**src/rtl/adc_cmd_pkg.sv**
```systemverilog
// Shared constants for the serial command decoder.
package adc_cmd_pkg;
  localparam int unsigned FRAME_BITS   = 16;
  localparam int unsigned DATA_BITS    = 11;
  localparam int unsigned RESULT_BITS  = 12;
  localparam int unsigned CHAN_BITS    = 4;
  // Frame field positions.
  localparam int unsigned CLASS_POS    = 15;
  localparam int unsigned SCAN_MSB     = 14;
  localparam int unsigned SCAN_LSB     = 11;
  localparam int unsigned CHAN_MSB     = 10;
  localparam int unsigned CHAN_LSB     = 7;
  localparam int unsigned RST_MSB      = 6;
  localparam int unsigned RST_LSB      = 5;
  localparam int unsigned PM_MSB       = 4;
  localparam int unsigned PM_LSB       = 3;
  localparam int unsigned TAG_POS      = 2;
  localparam int unsigned SWTRIG_POS   = 1;
  // Values after reset.
  localparam logic [3:0] SCAN_DEFAULT  = 4'h1;
  localparam logic [3:0] CHAN_DEFAULT  = 4'h0;
  localparam logic [1:0] PM_DEFAULT    = 2'h0;
  localparam logic       TAG_DEFAULT   = 1'b0;
  localparam logic       SWTRIG_DEFAULT = 1'b0;
  // Codes.
  localparam logic [3:0] SCAN_KEEP     = 4'h0;
  localparam logic [1:0] RST_NONE      = 2'h0;
  localparam logic [1:0] RST_FIFO      = 2'h1;
  localparam logic [1:0] RST_ALL       = 2'h2;
  localparam logic [3:0] SEL_RESERVED  = 4'hf;
  localparam logic [4:0] LAST_BIT_IDX  = 5'h0f;
  localparam logic [4:0] COUNT_CLEAR   = 5'h00;
endpackage

```
**src/rtl/frame_if.sv**
```systemverilog
// Carrier for received command frames between receiver and decoder.
`timescale 1ns/1ns
`default_nettype none
interface frame_if;
  logic [15:0] word;
  logic        valid;
  logic        cs_rise;
  modport rx  (output word, output valid, output cs_rise);
  modport dec (input word, input valid, input cs_rise);
endinterface
`default_nettype wire

```
**src/rtl/serial_frame_rx.sv**
```systemverilog
// Serial frame receiver: synchronises the 3-wire link and assembles 16-bit words.
`timescale 1ns/1ns
`default_nettype none
module serial_frame_rx (
  // Clock and reset
  input  wire logic clk,
  input  wire logic rstn,
  // Link pins
  input  wire logic cs_n,
  input  wire logic sclk,
  input  wire logic din,
  // Received frames
  frame_if.rx       frame
);
  logic       cs_s1, cs_s2, cs_prev;
  logic       sclk_s1, sclk_s2, sclk_prev;
  logic       din_s1, din_s2;
  logic [4:0] bit_count;
  logic [14:0] shift;

  always_ff @(posedge clk or negedge rstn) begin
    if (!rstn) begin
      cs_s1     <= 1'b1;
      cs_s2     <= 1'b1;
      cs_prev   <= 1'b1;
      sclk_s1   <= 1'b0;
      sclk_s2   <= 1'b0;
      sclk_prev <= 1'b0;
      din_s1    <= 1'b0;
      din_s2    <= 1'b0;
    end else begin
      cs_s1     <= cs_n;
      cs_s2     <= cs_s1;
      cs_prev   <= cs_s2;
      sclk_s1   <= sclk;
      sclk_s2   <= sclk_s1;
      sclk_prev <= sclk_s2;
      din_s1    <= din;
      din_s2    <= din_s1;
    end
  end

  // Bits after the sixteenth are ignored so a long frame cannot re-fire.
  always_ff @(posedge clk or negedge rstn) begin
    if (!rstn) begin
      bit_count   <= adc_cmd_pkg::COUNT_CLEAR;
      shift       <= 15'h0000;
      frame.word  <= 16'h0000;
      frame.valid <= 1'b0;
    end else begin
      frame.valid <= 1'b0;
      if (cs_s2) begin
        bit_count <= adc_cmd_pkg::COUNT_CLEAR;
      end else if (sclk_s2 && !sclk_prev && bit_count <= adc_cmd_pkg::LAST_BIT_IDX) begin
        shift     <= {shift[13:0], din_s2};
        bit_count <= bit_count + 5'h01;
        if (bit_count == adc_cmd_pkg::LAST_BIT_IDX) begin
          frame.word  <= {shift, din_s2};
          frame.valid <= 1'b1;
        end
      end
    end
  end

  always_ff @(posedge clk or negedge rstn) begin
    if (!rstn) begin
      frame.cs_rise <= 1'b0;
    end else begin
      frame.cs_rise <= cs_s2 && !cs_prev;
    end
  end
endmodule
`default_nettype wire

```
**src/rtl/adc_command_decode.sv**
```systemverilog
// Command decoder and mode-control register of the converter.
`timescale 1ns/1ns
`default_nettype none
// Functional notes
// Frames are 16 bits, MSB first, under low chip select; act after all sixteen.
// Top bit zero writes mode control; else next four bits pick register, eleven data.
// Host never sends top five bits all ones; such frames are dropped.
// Scan field 0000 keeps scan mode and channel unchanged.
// Channel field bits 10:7 picks input channel, default 0000.
// Reset code 00 nothing, 01 clears result FIFO, 11 no effect.
// Reset code 10 returns all configuration to defaults.
// Power field bits 4:3, default 00, selects power-down modes.
// Tag bit in external mode gives 4-bit channel plus 12-bit result.
// Internal clock mode always prefixes the channel address.
// Software trigger in internal mode starts conversions at chip select rise.
// Software trigger bit clears itself after its conversions finish.
// Host rewrites software trigger bit for every further triggered conversion.
// Host holds chip select low at least 17 serial clocks with trigger.
// Averaging stores only the average of the configured conversions.
// Averaging only applies in internal clock mode.
// Automatic scans visit every channel number, pairs converted twice.
// Host should use manual or even/odd lists to avoid duplicate pairs.
module adc_command_decode (
  // Clock and reset
  input  wire logic        clk,
  input  wire logic        rstn,
  // Serial link and convert pin
  input  wire logic        cs_n,
  input  wire logic        sclk,
  input  wire logic        din,
  input  wire logic        convert_start_pin_n,
  // Converter status from same-domain logic
  input  wire logic        internal_clock_mode,
  input  wire logic        averaging_request,
  input  wire logic        conversion_done,
  input  wire logic        scan_done,
  input  wire logic [11:0] result_data,
  input  wire logic [3:0]  result_channel,
  input  wire logic        result_valid,
  // Mode-control register contents
  output logic [3:0]       scan_mode,
  output logic [3:0]       input_channel_field,
  output logic [1:0]       power_state_field,
  output logic             channel_tag_enable,
  output logic             software_trigger_bit,
  // Other register writes
  output logic             reg_write,
  output logic [3:0]       reg_select,
  output logic [10:0]      reg_data,
  // Control pulses and levels
  output logic             fifo_clear,
  output logic             soft_reset,
  output logic             start_conversion,
  output logic             averaging_active,
  output logic [3:0]       scan_channel,
  // Output words
  output logic [15:0]      out_word,
  output logic             out_valid
);
  frame_if frame ();

  serial_frame_rx rx (
    .clk   (clk),
    .rstn  (rstn),
    .cs_n  (cs_n),
    .sclk  (sclk),
    .din   (din),
    .frame (frame)
  );

  logic       cnv_s1, cnv_s2, cnv_prev;
  logic       sw_busy;
  logic       mode_write;
  logic [1:0] rst_code;

  assign mode_write = frame.valid && !frame.word[adc_cmd_pkg::CLASS_POS];
  assign rst_code   = frame.word[adc_cmd_pkg::RST_MSB:adc_cmd_pkg::RST_LSB];

  always_ff @(posedge clk or negedge rstn) begin
    if (!rstn) begin
      cnv_s1   <= 1'b1;
      cnv_s2   <= 1'b1;
      cnv_prev <= 1'b1;
    end else begin
      cnv_s1   <= convert_start_pin_n;
      cnv_s2   <= cnv_s1;
      cnv_prev <= cnv_s2;
    end
  end

  // Mode-control register; a full soft reset overrides the other fields of the same frame.
  always_ff @(posedge clk or negedge rstn) begin
    if (!rstn) begin
      scan_mode            <= adc_cmd_pkg::SCAN_DEFAULT;
      input_channel_field  <= adc_cmd_pkg::CHAN_DEFAULT;
      power_state_field    <= adc_cmd_pkg::PM_DEFAULT;
      channel_tag_enable   <= adc_cmd_pkg::TAG_DEFAULT;
      software_trigger_bit <= adc_cmd_pkg::SWTRIG_DEFAULT;
    end else if (mode_write && rst_code == adc_cmd_pkg::RST_ALL) begin
      scan_mode            <= adc_cmd_pkg::SCAN_DEFAULT;
      input_channel_field  <= adc_cmd_pkg::CHAN_DEFAULT;
      power_state_field    <= adc_cmd_pkg::PM_DEFAULT;
      channel_tag_enable   <= adc_cmd_pkg::TAG_DEFAULT;
      software_trigger_bit <= adc_cmd_pkg::SWTRIG_DEFAULT;
    end else if (mode_write) begin
      if (frame.word[adc_cmd_pkg::SCAN_MSB:adc_cmd_pkg::SCAN_LSB] != adc_cmd_pkg::SCAN_KEEP) begin
        scan_mode           <= frame.word[adc_cmd_pkg::SCAN_MSB:adc_cmd_pkg::SCAN_LSB];
        input_channel_field <= frame.word[adc_cmd_pkg::CHAN_MSB:adc_cmd_pkg::CHAN_LSB];
      end
      power_state_field    <= frame.word[adc_cmd_pkg::PM_MSB:adc_cmd_pkg::PM_LSB];
      channel_tag_enable   <= frame.word[adc_cmd_pkg::TAG_POS];
      software_trigger_bit <= frame.word[adc_cmd_pkg::SWTRIG_POS];
    end else if (scan_done && sw_busy) begin
      software_trigger_bit <= 1'b0;
    end
  end

  // Reset pulses; code 11 falls through with no effect.
  always_ff @(posedge clk or negedge rstn) begin
    if (!rstn) begin
      fifo_clear <= 1'b0;
      soft_reset <= 1'b0;
    end else begin
      fifo_clear <= mode_write && rst_code == adc_cmd_pkg::RST_FIFO;
      soft_reset <= mode_write && rst_code == adc_cmd_pkg::RST_ALL;
    end
  end

  // Writes to the other registers go out as a strobe; the reserved selection is dropped.
  always_ff @(posedge clk or negedge rstn) begin
    if (!rstn) begin
      reg_write  <= 1'b0;
      reg_select <= 4'h0;
      reg_data   <= 11'h000;
    end else begin
      reg_write <= frame.valid && frame.word[adc_cmd_pkg::CLASS_POS]
                   && frame.word[adc_cmd_pkg::SCAN_MSB:adc_cmd_pkg::SCAN_LSB] != adc_cmd_pkg::SEL_RESERVED;
      if (frame.valid && frame.word[adc_cmd_pkg::CLASS_POS]) begin
        reg_select <= frame.word[adc_cmd_pkg::SCAN_MSB:adc_cmd_pkg::SCAN_LSB];
        reg_data   <= frame.word[adc_cmd_pkg::DATA_BITS-1:0];
      end
    end
  end

  // Conversion start from the pin or, in internal mode, from chip select rising.
  always_ff @(posedge clk or negedge rstn) begin
    if (!rstn) begin
      start_conversion <= 1'b0;
      sw_busy          <= 1'b0;
    end else begin
      start_conversion <= (cnv_s2 && !cnv_prev)
                          || (frame.cs_rise && software_trigger_bit && internal_clock_mode);
      if (frame.cs_rise && software_trigger_bit && internal_clock_mode) begin
        sw_busy <= 1'b1;
      end else if (scan_done) begin
        sw_busy <= 1'b0;
      end
    end
  end

  // Averaging is only honoured on the internal clock; the converter does the summing.
  always_ff @(posedge clk or negedge rstn) begin
    if (!rstn) begin
      averaging_active <= 1'b0;
    end else begin
      averaging_active <= averaging_request && internal_clock_mode;
    end
  end

  // Scans step through every channel number; pairs are not skipped, so they convert twice.
  always_ff @(posedge clk or negedge rstn) begin
    if (!rstn) begin
      scan_channel <= 4'h0;
    end else if (start_conversion || scan_done) begin
      scan_channel <= 4'h0;
    end else if (conversion_done) begin
      scan_channel <= scan_channel + 4'h1;
    end
  end

  // Output word formatting.
  always_ff @(posedge clk or negedge rstn) begin
    if (!rstn) begin
      out_word  <= 16'h0000;
      out_valid <= 1'b0;
    end else begin
      out_valid <= result_valid;
      if (result_valid) begin
        if (channel_tag_enable || internal_clock_mode) begin
          out_word <= {result_channel, result_data};
        end else begin
          out_word <= {4'h0, result_data};
        end
      end
    end
  end

  a_other_write: assert property (@(posedge clk) disable iff (!rstn)
    frame.valid && frame.word[15] && frame.word[14:11] != 4'hf |=> reg_write && reg_data == $past(frame.word[10:0]))
    else $error("other register write not issued");
  a_reserved_drop: assert property (@(posedge clk) disable iff (!rstn)
    frame.valid && frame.word[15:11] == 5'h1f |=> !reg_write)
    else $error("reserved selection was written");
  a_scan_hold: assert property (@(posedge clk) disable iff (!rstn)
    mode_write && frame.word[14:11] == 4'h0 && rst_code != 2'h2 |=> $stable(scan_mode) && $stable(input_channel_field))
    else $error("scan mode changed on keep code");
  a_chan_load: assert property (@(posedge clk) disable iff (!rstn)
    mode_write && frame.word[14:11] != 4'h0 && rst_code != 2'h2 |=> input_channel_field == $past(frame.word[10:7]))
    else $error("channel field not loaded");
  a_fifo_clear: assert property (@(posedge clk) disable iff (!rstn)
    mode_write |=> fifo_clear == ($past(rst_code) == 2'h1))
    else $error("fifo clear pulse wrong");
  a_soft_default: assert property (@(posedge clk) disable iff (!rstn)
    mode_write && rst_code == 2'h2 |=> scan_mode == 4'h1 && power_state_field == 2'h0 && soft_reset)
    else $error("soft reset did not restore defaults");
  a_tag_format: assert property (@(posedge clk) disable iff (!rstn)
    result_valid && internal_clock_mode |=> out_word[15:12] == $past(result_channel) && out_valid)
    else $error("channel prefix missing");
  a_sw_start: assert property (@(posedge clk) disable iff (!rstn)
    frame.cs_rise && software_trigger_bit && internal_clock_mode |=> start_conversion ##1 sw_busy)
    else $error("software trigger did not start");
  a_sw_clear: assert property (@(posedge clk) disable iff (!rstn)
    scan_done && sw_busy && !mode_write |=> !software_trigger_bit)
    else $error("software trigger bit not cleared");
  a_avg_gate: assert property (@(posedge clk) disable iff (!rstn)
    !internal_clock_mode |=> !averaging_active)
    else $error("averaging active on external clock");

  c_mode_write: cover property (@(posedge clk) disable iff (!rstn) mode_write);
  c_other_write: cover property (@(posedge clk) disable iff (!rstn) reg_write);
  c_sw_cycle: cover property (@(posedge clk) disable iff (!rstn) start_conversion && sw_busy ##[1:1000] !software_trigger_bit);
  c_soft_reset: cover property (@(posedge clk) disable iff (!rstn) soft_reset);
endmodule
`default_nettype wire

```
**config.mk**
```make
export PLATFORM = sky130hd
export DESIGN_NAME = adc_command_decode
export DESIGN_NICKNAME = d
export VERILOG_FILES = /design/src/rtl/adc_cmd_pkg.sv /design/src/rtl/frame_if.sv /design/src/rtl/serial_frame_rx.sv /design/src/rtl/adc_command_decode.sv
export SDC_FILE = /design/constraint.sdc
export NUM_CORES = 1
export LEC_CHECK = 0
export BUFFER_PORTS_ARGS = -buffer_cell sky130_fd_sc_hd__buf_2
export CORE_ASPECT_RATIO = 0.9
export CORE_MARGIN = 2
export CORE_UTILIZATION = 35
export DETAILED_ROUTE_END_ITERATION = 10
export SETUP_SLACK_MARGIN = 0.3
export SKIP_CTS_REPAIR_TIMING = 1
export SLEW_MARGIN = 20
export SYNTH_ARGS = -nofsm -noshare
export SYNTH_HDL_FRONTEND = slang
export SYNTH_SLANG_ARGS = --single-unit
```
**constraint.sdc**
```tcl
create_clock -name clk -period 2 [get_ports clk]
set_input_delay 0 -clock clk [delete_from_list [all_inputs] [get_ports clk]]
set_output_delay 0 -clock clk [all_outputs]
set_load 0.05 [all_outputs]
```
After elaboration in Yosys (flattened, before gate mapping)
Index checks and enable logic that the tools add are counted.
Storage, ports and cells
  flip-flop bits (word level): 103
  word-level logic and storage cells: 93
Operators by class
  bitwise logic cells: 1
  mux-type cells: 23
  equal/unequal tests: 4
  reduce and logical (&&, ||, !) cells: 30
  order comparisons: 1
  add/sub/neg operators: 2
Operators with widths (number)
  $mux W4: 8
  $mux W16: 1
  $logic_and A1 B1 Y1: 13
  $mux W1: 10
  $mux W5: 2
  $reduce_bool A2 Y1: 5
  $add A5 B1 Y5 const B: 1
  $eq A5 B4 Y1 const B: 1
  $le A5 B4 Y1 const B: 1
  $add A4 B1 Y4 const B: 1
  $logic_not A1 Y1: 4
  $mux W2: 2
  $ne A4 B4 Y1 const B: 1
  $reduce_and A2 Y1: 2
  $reduce_bool A4 Y1: 1
  $logic_or A1 B1 Y1: 3
  $reduce_and A3 Y1: 1
  $reduce_bool A3 Y1: 1
  $eq A2 B1 Y1 const B: 1
  $eq A2 B2 Y1 const B: 1
  $not A1 Y1: 1

Depth between registers and ports, before layout
Gate-level depths: netlist of run 1.
  depth in word-level cells: 5
  gate-level depth with buffers: 8
  depth with buffers taken out: 7

Modules after synthesis
Synthesis of run 1 repeated with hierarchy kept, for this count alone.
Unflattened totals
  cell total of the unflattened synthesis: 261
  area, all modules: 4016.4 um^2
By module, submodules not included
  adc_command_decode: area an instance 2164.6 um^2, sequential area each 1431.4 um^2, cells an instance 147, instances 1
  serial_frame_rx: area an instance 1851.8 um^2, sequential area each 1154.9 um^2, cells an instance 114, instances 1

Least setup slack after synthesis of run 1
Ideal clock, no wire load.
  kind: register -> register
  start: reg rx.bit_count[0]
  end: reg rx.frame.word[15]
  arrival: 2035 ps
  required time: 1872 ps
  stages on the path, launching flop included: 9
  slack: -162 ps
  library setup time: 128 ps
  path through: dfrtp_1 ha_1 and3_1 ha_1 and3b_1 a21oi_2 nor3_4 buf_4 mux2_1
On the way
  longest elaborated chain between the ends: 3
RTL lines
  from (decl): RTL line serial_frame_rx.sv:18  | logic [4:0] bit_count;
  from (signal assigned): RTL line serial_frame_rx.sv:46  | bit_count <= adc_cmd_pkg::COUNT_CLEAR;
  from (signal assigned): RTL line serial_frame_rx.sv:53  | bit_count <= adc_cmd_pkg::COUNT_CLEAR;
  from (signal assigned): RTL line serial_frame_rx.sv:56  | bit_count <= bit_count + 5'h01;
  $le A5 B4 Y1: RTL line serial_frame_rx.sv:54  | end else if (sclk_s2 && !sclk_prev && bit_count <= adc_cmd_pkg::LAST_BIT_IDX) begin
  $logic_and A1 B1 Y1: RTL line serial_frame_rx.sv:54
  $reduce_and A3 Y1 (no source line) *
  to (signal assigned): RTL line serial_frame_rx.sv:58  | frame.word <= {shift, din_s2};
  to (decl): RTL line frame_if.sv:8  | modport rx (output word, output valid, output cs_rise);
Mark *: on every way between the ends. The rest lies on a longest branch, timed or not.
A chain may end at the register's enable or synchronous reset.

Worst setup path after layout of run 1
  start: reg rx.bit_count[0]
  end: reg rx.frame.word[10]
Same word-level chain as after synthesis.

==> metrics, run 1 <==
run status=finished, violations left; failing checks=negative hold slack, negative setup slack; EDFF count, synth=0; CP Class=reg -> reg; slew margin rel.=0.614; period utilization=1.02; CP startpoint kind=flip-flop; Fillers=983; initial antenna violation count=0; clk slew on worst S/H paths=0.07 ns; Die Height=105 um; Worst-Skew Late Latency=0.34 ns; root buf cell=clkbuf_16; Post-Syn Nets=302; hold crit path type=in -> reg; post-synthesis sequential area ratio=0.657; Post-synth top flop=dfrtp_1; initial core utilization=0.361; Antenna Cells=0; layer with the highest usage=met2; MaxCap Viol Count=0; total track usage=0.120; GP Congestion=0.783; flop-to-flop setup slack=-0.05 ns; # rows=36; number of global-route vias before repair=2331; # setup viols final=12; io pins=80; skew final=0.0108 ns; Synth area leaders=dfrtp_1, mux2_2, dfstp_2, mux2_4, nand2_1; synthesized area per cell=14.5 um2; fin nets=424; Clock Tree Buf Depth=2; Max rail drop VDD=0.482 mV; minimum clock period=2.05 ns; Buffers on Ports=79; Synth Warn #=0; Core Box Area=0.0109 mm2; htree depth=3; Slew @ Worst Pin=0.579 ns; met2 Usage GRT=0.197; Via Count=2496; Layout Utilization=0.490; Post-Syn Area=0.00393 mm2; die area=0.0121 mm2; DRC=0; GR Layer Usage met3=0.0278; share of the synthesized area in the top cell type=0.611; DR WL/cell=13.7 um; Total Wirelength=7.55 mm; first-pass iteration count of the detailed router=4; crit path capture type=flip-flop; worst setup margin=-0.0457 ns; initial DRC count=119; Max Freq=489 MHz; met1 Resource Use GR=0.156; area grow syn2layout=35.8%; die width=116 um; grt ovf=0; post-DP HPWL=5.06 mm; area leader, netlist=dfrtp_1; Worst Path Max Fanout=8; CP required=2.22 ns; RSZ-0062 raised after global routing=yes; hold_ws=-0.0267 ns; layout cells sized above 1=0.466; Max Transition Viols Final=0; Synth cell types=45; PwrDens=861 mW/mm2; top-count cell post-synth=dfrtp_1; setup_tns=-0.281 ns; CTS Buf Count=9; Leak=0.00262 uW; WP data arrival=2.26 ns; largest net degree at the start of global routing=48; number of vias per cell=4.53; Clock Sinks=103; first-pass GRT wire length=11.5 mm; Synth Register Bits=103; Final Hold Fails=2; FFs w/ async S/R, synth=1.00; CTS tree=yes; post-synthesis cell count=272; Routed Antenna Nets=0; top post-synthesis cells by count=dfrtp_1, mux2_2, nand2_1, o21ai_0, inv_1
[critical path: stages (launching register included)]
cell,delay [ns]
dfrtp_1,0.36
ha_2,0.18
and3_4,0.21
ha_4,0.13
and3b_2,0.23
a21oi_4,0.05
nor3_4,0.25
clkbuf_16,0.23
mux2_4,0.29
[layer usage]
metal / wire (um) / vias to the layer above
met4: 67 / 0
met3: 286 / 6
li1: - / 1188
met5: 0 / -
met1: 3430 / 1240
met2: 3770 / 62
[worst paths after layout]
kind / cells past startpoint / from / endpoint
setup / recovery: 8 / rx.bit_count[0] / rx.frame.word[10]
hold reg to reg: 0 / rx.din_s1 / rx.din_s2
hold / removal: 3 / internal_clock_mode / start_conversion
min in group asynchronous: 2 / rstn / reg_data[6]
max in group asynchronous: 3 / rstn / out_valid
setup reg to reg: 8 / rx.bit_count[0] / rx.frame.word[10]
[area by class of cell]
cell class | count | area, um2 | share of cell area
Inverter | 12 | 45.0 | 0.00843
Tap cell | 152 | 190 | 0.0356
Clock inverter | 7 | 87.6 | 0.0164
Sequential cell | 103 | 2590 | 0.484
Clock buffer | 9 | 225 | 0.0421
Timing Repair Buffer | 120 | 842 | 0.158
Multi-Input combinational cell | 148 | 1370 | 0.256
[registers in the layout, summed over array words and instances (netlist names), 2 cells and up]
register             flops
scan_mode                4
scan_channel             4
input_channel_field      4
rx.shift                15
reg_select               4
rx.frame.word           16
rx.bit_count             5
out_word                16
power_state_field        2
reg_data                11
[cell usage in the layout, fill, tap and decap left out, drive strengths merged, types with 3 or more instances in the layout]
master       netlist  layout
nand2             23      23
nor3               6       6
inv               12      16
o22ai              6       6
xor2               3       3
clkbuf             6      10
a22o               4       4
dfrtp             96      96
ha                 3       3
nor2               8       8
buf                3      93
dlygate4sd3        0      26
mux2              54      54
dfstp              7       7
o21ai             14      14
[per-stage QoR]
stage	cells	cell area [um2]	worst slack, ns	total power [uW]
final	551	5340	-0.0457	4600
after global routing	551	5340	-0.124	4810
after CTS	521	4940	-0.0258	4610
after detailed placement	505	4620	-0.00181	2790
after global placement	505	4620	0.0499	2780
after floorplan	272	3970	-0.0996	2630
[cells by family after synthesis]
logic type / synth area share
compound gates: 0.0585
xor+xnor: 0.00891
fa+ha+maj: 0.00954
buf+inv: 0.0270
flops: 0.657
mux: 0.167
simple gates: 0.0712
[power breakdown]
part | switching (uW) | total [uW] | internal [uW]
combinational | 267 | 498 | 231
sequential | 92.2 | 2300 | 2210
clock | 802 | 1800 | 1000
Note: power is estimated with default switching activity, not from simulation.
==> run 2, diff against run 1 <==
MAX_ROUTING_LAYER = met4   (was not set)
SKIP_LAST_GASP = 1   (was not set)
SYNTH_HIERARCHICAL = 1   (was not set)
==> run 2 against run 1 <==
- the run ends with negative hold slack left
- hold slack improved by 0.025 ns
- combinational power about the same
- clock skew decreased by 0.0011 ns
- first-iteration DRC count up 7.6%
- sequential share of layout area increased by 0.91 points
- final area is 1.8% lower
- sequential power about the same
- setup slack improved by 0.25 ns
- wire length rose by 1.1%
- power decreased by 5.5%
- critical path type unchanged
- largest cell class unchanged
==> metrics, run 2 <==
total track usage=0.134 (+0.0142); WP data arrival=2.02 ns (-0.24 ns); Leak=0.00263 uW (+0.51%); Total Wirelength=7.64 mm (+1.1%); area grow syn2layout=30.7%; flop-to-flop setup slack=0.20 ns (+0.25 ns); die width=117 um (+1.0%); Reg power frac=0.532 (+0.032); initial core utilization=0.356 (-0.00532); P_int=3290 uW (-4.3%); Max Freq=556 MHz (+14%); post-synthesis mux area share=0.179 (+0.0115); top post-synthesis cells by count=dfrtp_1, mux2_2, inv_1, mux2_4, nand2_1; final std cells w/o fill=535 (-2.9%); top-count cell post-synth=dfrtp_1; largest net degree at the start of global routing=74 (+54%); combinational fraction of design power=0.115 (+0.007); run status=finished, violations left; area leader, netlist=dfrtp_1; Synth cell types=44 (-2.2%); Final Total Pwr=4350 uW (-5.5%); worst setup margin=0.202 ns (+0.248 ns); EDFF count, synth=0 (unchanged); P_sw=1060 uW (-9.1%); grt ovf=0 (unchanged); clock share of power=0.353 (-0.039); xor/xnor share of the synthesized area=0.00654 (-0.00236); Antenna Cells=0 (unchanged); Die Height=106 um (+1.0%); MaxCap Viol Count=0 (unchanged); post-synthesis compound-gate area fraction=0.0735 (+0.0150); Post-synth top flop=dfrtp_1; fin nets=404 (-4.7%); GP Congestion=0.781 (-0.18%); post-synthesis sequential area ratio=0.644 (-0.0135); hold_ws=-0.00123 ns (+0.0255 ns); CP Class=reg -> reg; crit path capture type=flip-flop; Fillers=1047 (+6.5%); first-pass iteration count of the detailed router=4 (unchanged); synthesized area per cell=15.4 um2 (+6.4%); Core Box Area=0.0113 mm2 (+3.6%); RSZ-0062 raised after global routing=yes; met1 Resource Use GR=0.168 (+0.0117); share of the synthesized area in the top cell type=0.598 (-0.0126); Routed Antenna Nets=0 (unchanged); DRC=0 (unchanged); Synth Warn #=6 (+6); Clock Tree Buf Depth=2 (unchanged); htree depth=3 (unchanged); Clock Sinks=103 (unchanged); Post-Syn Area=0.00402 mm2 (+2.1%); root buf cell=clkbuf_16; period utilization=0.899 (-0.124); clk slew on worst S/H paths=0.06 ns (about the same); Slew @ Worst Pin=0.551 ns (-0.0285 ns); CTS Buf Count=9 (unchanged); post-synthesis cell count=261 (-4.0%); Post-Syn Nets=291 (-3.6%); CP startpoint kind=flip-flop; Via Count=2454 (-1.7%); Sw Share=0.243 (-0.00958); failing checks=negative hold slack; FFs w/ async S/R, synth=1.00 (unchanged); most frequent cells in the layout=dfrtp_1, buf_2, mux2_2; first-pass GRT wire length=12.4 mm (+8.0%); slew margin rel.=0.633 (+0.0190); post-DP HPWL=4.95 mm (-2.2%); pre-CTS WS=0.193 ns (+0.195 ns); largest registers=out_word: 16 flops, rx/frame.word: 16 flops, rx/shift: 15 flops; met2 Usage GRT=0.205 (+0.00804); Synth Register Bits=103 (unchanged); io pins=80 (unchanged); Max Transition Viols Final=0 (unchanged); Final Hold Fails=3 (+1); number of vias per cell=4.59 (+1.3%); number of global-route vias before repair=2482 (+6.5%); CP required=2.22 ns (about the same); initial antenna violation count=0 (unchanged); GR Layer Usage met3=0.0362 (+0.00839); Worst-Skew Late Latency=0.34 ns (about the same); minimum clock period=1.80 ns (-0.248 ns); layer with the highest usage=met2; Worst Path Max Fanout=8 (unchanged); Simple-Gate Fraction of Synth Area=0.0604 (-0.0108); DR WL/cell=14.3 um (+4.2%); PwrDens=829 mW/mm2 (-3.8%); CTS tree=yes; largest family of logic cells by synthesized area=multiplexers; Layout Utilization=0.465 (-0.0255); commonest non-fill, non-tap cell in the layout=dfrtp_1; Buffers on Ports=79 (unchanged); die area=0.0123 mm2 (+2.0%); layout cells sized above 1=0.491 (+0.0246); # setup viols final=0 (-12); Cells after DPL=492 (-2.6%); Synth Area in Adders=0.00935 (-0.000196); # rows=37 (+2.8%); skew final=0.00970 ns (-0.00106 ns); hold crit path type=in -> reg; initial DRC count=128 (+7.6%); Max rail drop VDD=0.379 mV (-21%); setup_tns=0 ns (+0.281 ns); Synth area leaders=dfrtp_1, mux2_2, dfstp_2, mux2_4, a22o_2
## run 2: changes by cell type in the layout (fill, tap and decap cells not counted), sizes merged, moves of 2 or more
cell         previous run  this run
buf                    93        85
clkinv                  2         4
o22ai                   6         4
dlygate4sd3            26        24
o21ai                  14         6
nand2                  23         9
clkbuf                 10        13
nand2b                  2         5
inv                    16        10
a22o                    4         6
mux2                   54        59
a32o                    1         5
nand3                   1         3
## run 2: cell families after synthesis
logic type	after synthesis
flip-flops	103
XOR/XNOR	3
adder cells (fa/ha/maj)	3
AO/OA/AOI/OAI	32
AND/OR/NAND/NOR	41
buffers and inverters	18
multiplexers	61
## run 2: per-layer routing
layer  part of all wire  routed length (um)  vias to the layer above
met3              0.031                 234                       10
met4              0.019                 146                        0
met2               0.51                3910                       35
met5                  0                   0                        -
li1                   -                   -                     1158
met1               0.44                3340                     1251
## run 2: final cells by class
type	count	area, um2	area share
clock inverters	4	23.8	0.00453
multi-input cells	140	1420	0.271
well taps	156	195	0.0372
clock buffers	12	236	0.0450
flip-flops and latches	103	2590	0.493
repair buffers	110	746	0.142
inverters	10	37.5	0.00715
## run 2: power groups by stage
| stage | combinational [uW] | sequential (uW) | clock, uW |
|---|---|---|---|
| CTS | 428 | 2310 | 1610 |
| floorplan | 160 | 2450 | 0 |
| global route | 539 | 2330 | 1680 |
| global placement | 419 | 2340 | 0 |
| detailed placement | 426 | 2350 | 0 |
| finish | 501 | 2310 | 1540 |
## run 2: metrics by stage
step | hold WS [ns] | cell area (um2)
global route | 0.00250 | 5250
floorplan | -0.296 | 4080
CTS | -0.400 | 4930
finish | -0.00123 | 5250
global placement | -0.0414 | 4670
detailed placement | -0.0340 | 4670
## run 2: worst paths after layout
kind                            startpoint         endpoint  depth (start not counted)
max                        rx/bit_count[1]      rx/shift[0]                          6
min                           result_valid        out_valid                          1
max reg2reg                rx/bit_count[1]      rx/shift[0]                          6
min reg2reg                     rx/sclk_s1       rx/sclk_s2                          0
max in group asynchronous             rstn     scan_mode[0]                          3
min in group asynchronous             rstn  rx/bit_count[2]                          2
## run 2: critical path, stage by stage (launching register included)
cell       delay (ns)
dfrtp_2          0.45
ha_4             0.18
and3_4           0.17
ha_4             0.17
o21ai_4          0.22
clkbuf_16        0.20
mux2_4           0.29
==> run 3, diff against run 2 <==
HOLD_SLACK_MARGIN = 0.06   (was not set)
==> run 3 against run 2 <==
- flip-flop and latch count stayed put
- the flow now finishes without violations
- power is 0.42% higher
- sequential share of layout area fell by 0.65 points
- first-iteration DRC count down 2.3%
- combinational power increased by 3%
- wire length increased by 1.8%
- critical path depth did not move
- non-clock buffer count up 7
- register-to-register slack about the same
- via count grew 1.1%
- setup slack better by 0.00052 ns
- clock power about the same
==> metrics, run 3 (synthesized netlist as in run 2, its figures left out) <==
htree depth=3 (unchanged); most frequent cells in the layout=dfrtp_1, buf_2, mux2_2; post-DP HPWL=4.95 mm (unchanged); crit path capture type=flip-flop; hold_ws=0.141 ns (+0.142 ns); Total Wirelength=7.77 mm (+1.8%); Max Freq=556 MHz (about the same); # setup viols final=0 (unchanged); P_int=3310 uW (+0.35%); Final Instance Area=0.00532 mm2 (+1.3%); P_sw=1060 uW (+0.63%); setup_tns=0 ns (unchanged); Clock Sinks=103 (unchanged); slew margin rel.=0.651 (+0.0179); commonest non-fill, non-tap cell in the layout=dfrtp_1; Worst Path Max Fanout=8 (unchanged); CTS tree=yes; Clock Tree Buf Depth=2 (unchanged); clk slew on worst S/H paths=0.06 ns (about the same); CP max stage cell=dfrtp_2; Routed Antenna Nets=0 (unchanged); die area=0.0123 mm2 (unchanged); CP startpoint kind=flip-flop; Fillers=1042 (-0.48%); Leak=0.00267 uW (+1.3%); total track usage=0.134 (unchanged); Buffers on Ports=79 (unchanged); DRC=0 (unchanged); Worst-Skew Late Latency=0.34 ns (about the same); Final Hold Fails=0 (-3); Via Count=2482 (+1.1%); first-pass GRT wire length=12.4 mm (unchanged); Core Box Area=0.0113 mm2 (unchanged); CP Class=reg -> reg; Antenna Cells=0 (unchanged); CTS Buf Count=9 (unchanged); PwrDens=821 mW/mm2 (-0.90%); initial antenna violation count=0 (unchanged); hold crit path type=in -> async; Layout Utilization=0.471 (+0.00620); layout cells sized above 1=0.482 (-0.00890); fin nets=411 (+1.7%); root buf cell=clkbuf_16; RSZ-0062 raised after global routing=yes; number of vias per cell=4.58 (-0.17%); WP data arrival=2.02 ns (about the same); Slew @ Worst Pin=0.524 ns (-0.0268 ns); first-pass iteration count of the detailed router=4 (unchanged); grt ovf=0 (unchanged); DR WL/cell=14.3 um (+0.48%); CP required=2.22 ns (about the same); crit path buf inv count=1 (unchanged); pre-CTS WS=0.193 ns (unchanged); minimum clock period=1.80 ns (-0.000523 ns); largest registers=out_word: 16 flops, rx/frame.word: 16 flops, rx/shift: 15 flops; CP dominant cell by count=ha_4; Sw Share=0.243 (+0.000514); die width=117 um (unchanged); number of global-route vias before repair=2482 (unchanged); initial DRC count=125 (-2.3%); Max stage delay on crit path=0.45 ns (about the same); Max Transition Viols Final=0 (unchanged); combinational fraction of design power=0.118 (+0.003); Die Height=106 um (unchanged); period utilization=0.899 (about the same); MaxCap Viol Count=0 (unchanged); GP Congestion=0.781 (unchanged); io pins=80 (unchanged); # rows=37 (unchanged); skew final=0.00960 ns (-0.000103 ns); Reg power frac=0.530 (-0.002); initial core utilization=0.356 (unchanged); area grow syn2layout=32.5%; delay-heaviest family, CP=flip-flops; largest net degree at the start of global routing=74 (unchanged); Max rail drop VDD=0.378 mV (-0.26%); clock share of power=0.352 (about the same); placement-stage cell area=0.00467 mm2 (unchanged); worst-path cell chain=ha_4 > and3_4 > ha_4 > o21ai_4 > clkbuf_16 > mux2_4; run status=finished, final reports clean; worst setup margin=0.203 ns (+0.000523 ns)
## run 3: power by group through the flow
stage,Clock [uW],Combinational [uW],Sequential (uW)
2_1_floorplan,0,160,2450
3_3_place_gp,0,419,2340
3_5_place_dp,0,426,2350
4_1_cts,1610,428,2310
5_1_grt,1690,555,2330
6_report,1540,516,2310
## run 3: final timing paths
| kind | start | end | slack [ns] | cells past startpoint |
|---|---|---|---|---|
| setup / recovery | rx/bit_count[1] | rx/shift[0] | 0.20 | 6 |
| hold / removal | rstn | rx/bit_count[2] | 0.14 | 2 |
| setup reg to reg | rx/bit_count[1] | rx/shift[0] | 0.20 | 6 |
| hold reg to reg | rx/sclk_s1 | rx/sclk_s2 | 0.35 | 0 |
| max in group asynchronous | rstn | scan_mode[0] | 1.12 | 3 |
| min in group clk | convert_start_pin_n | cnv_s1 | 0.30 | 2 |
## run 3: metrics by stage
step	total power (uW)	instances
6_report	4370	542
5_1_grt	4570	542
4_1_cts	4350	508
3_5_place_dp	2770	492
3_3_place_gp	2760	492
2_1_floorplan	2610	261
## run 3: final cells by class
type                       count  area (um2)  share of cell area
inverter                      10        37.5             0.00706
multi-input combinational    140        1420               0.267
clock inverter                 4        23.8             0.00447
clock buffer                  12         236              0.0444
sequential                   103        2590               0.487
tap                          156         195              0.0367
timing repair buffer         117         816               0.153
## run 3: worst register-to-register path: cells and delay by family (launching register included)
family                     cells  cell delay (ns)
DFF                            1             0.45
adders and majority gates      2             0.35
muxes                          1             0.30
AOI/OAI and AO/OA              1             0.22
buffers and inverters          1             0.20
and+or+nand+nor                1             0.17
## run 3: metal layers
metal  GRT usage  routed length (um)  vias to the layer above
li1            -                   -                     1173
met1       0.168                3430                     1262
met2       0.205                3950                       35
met3      0.0362                 239                       12
met4      0.0563                 157                        0
met5           -                   0                        -
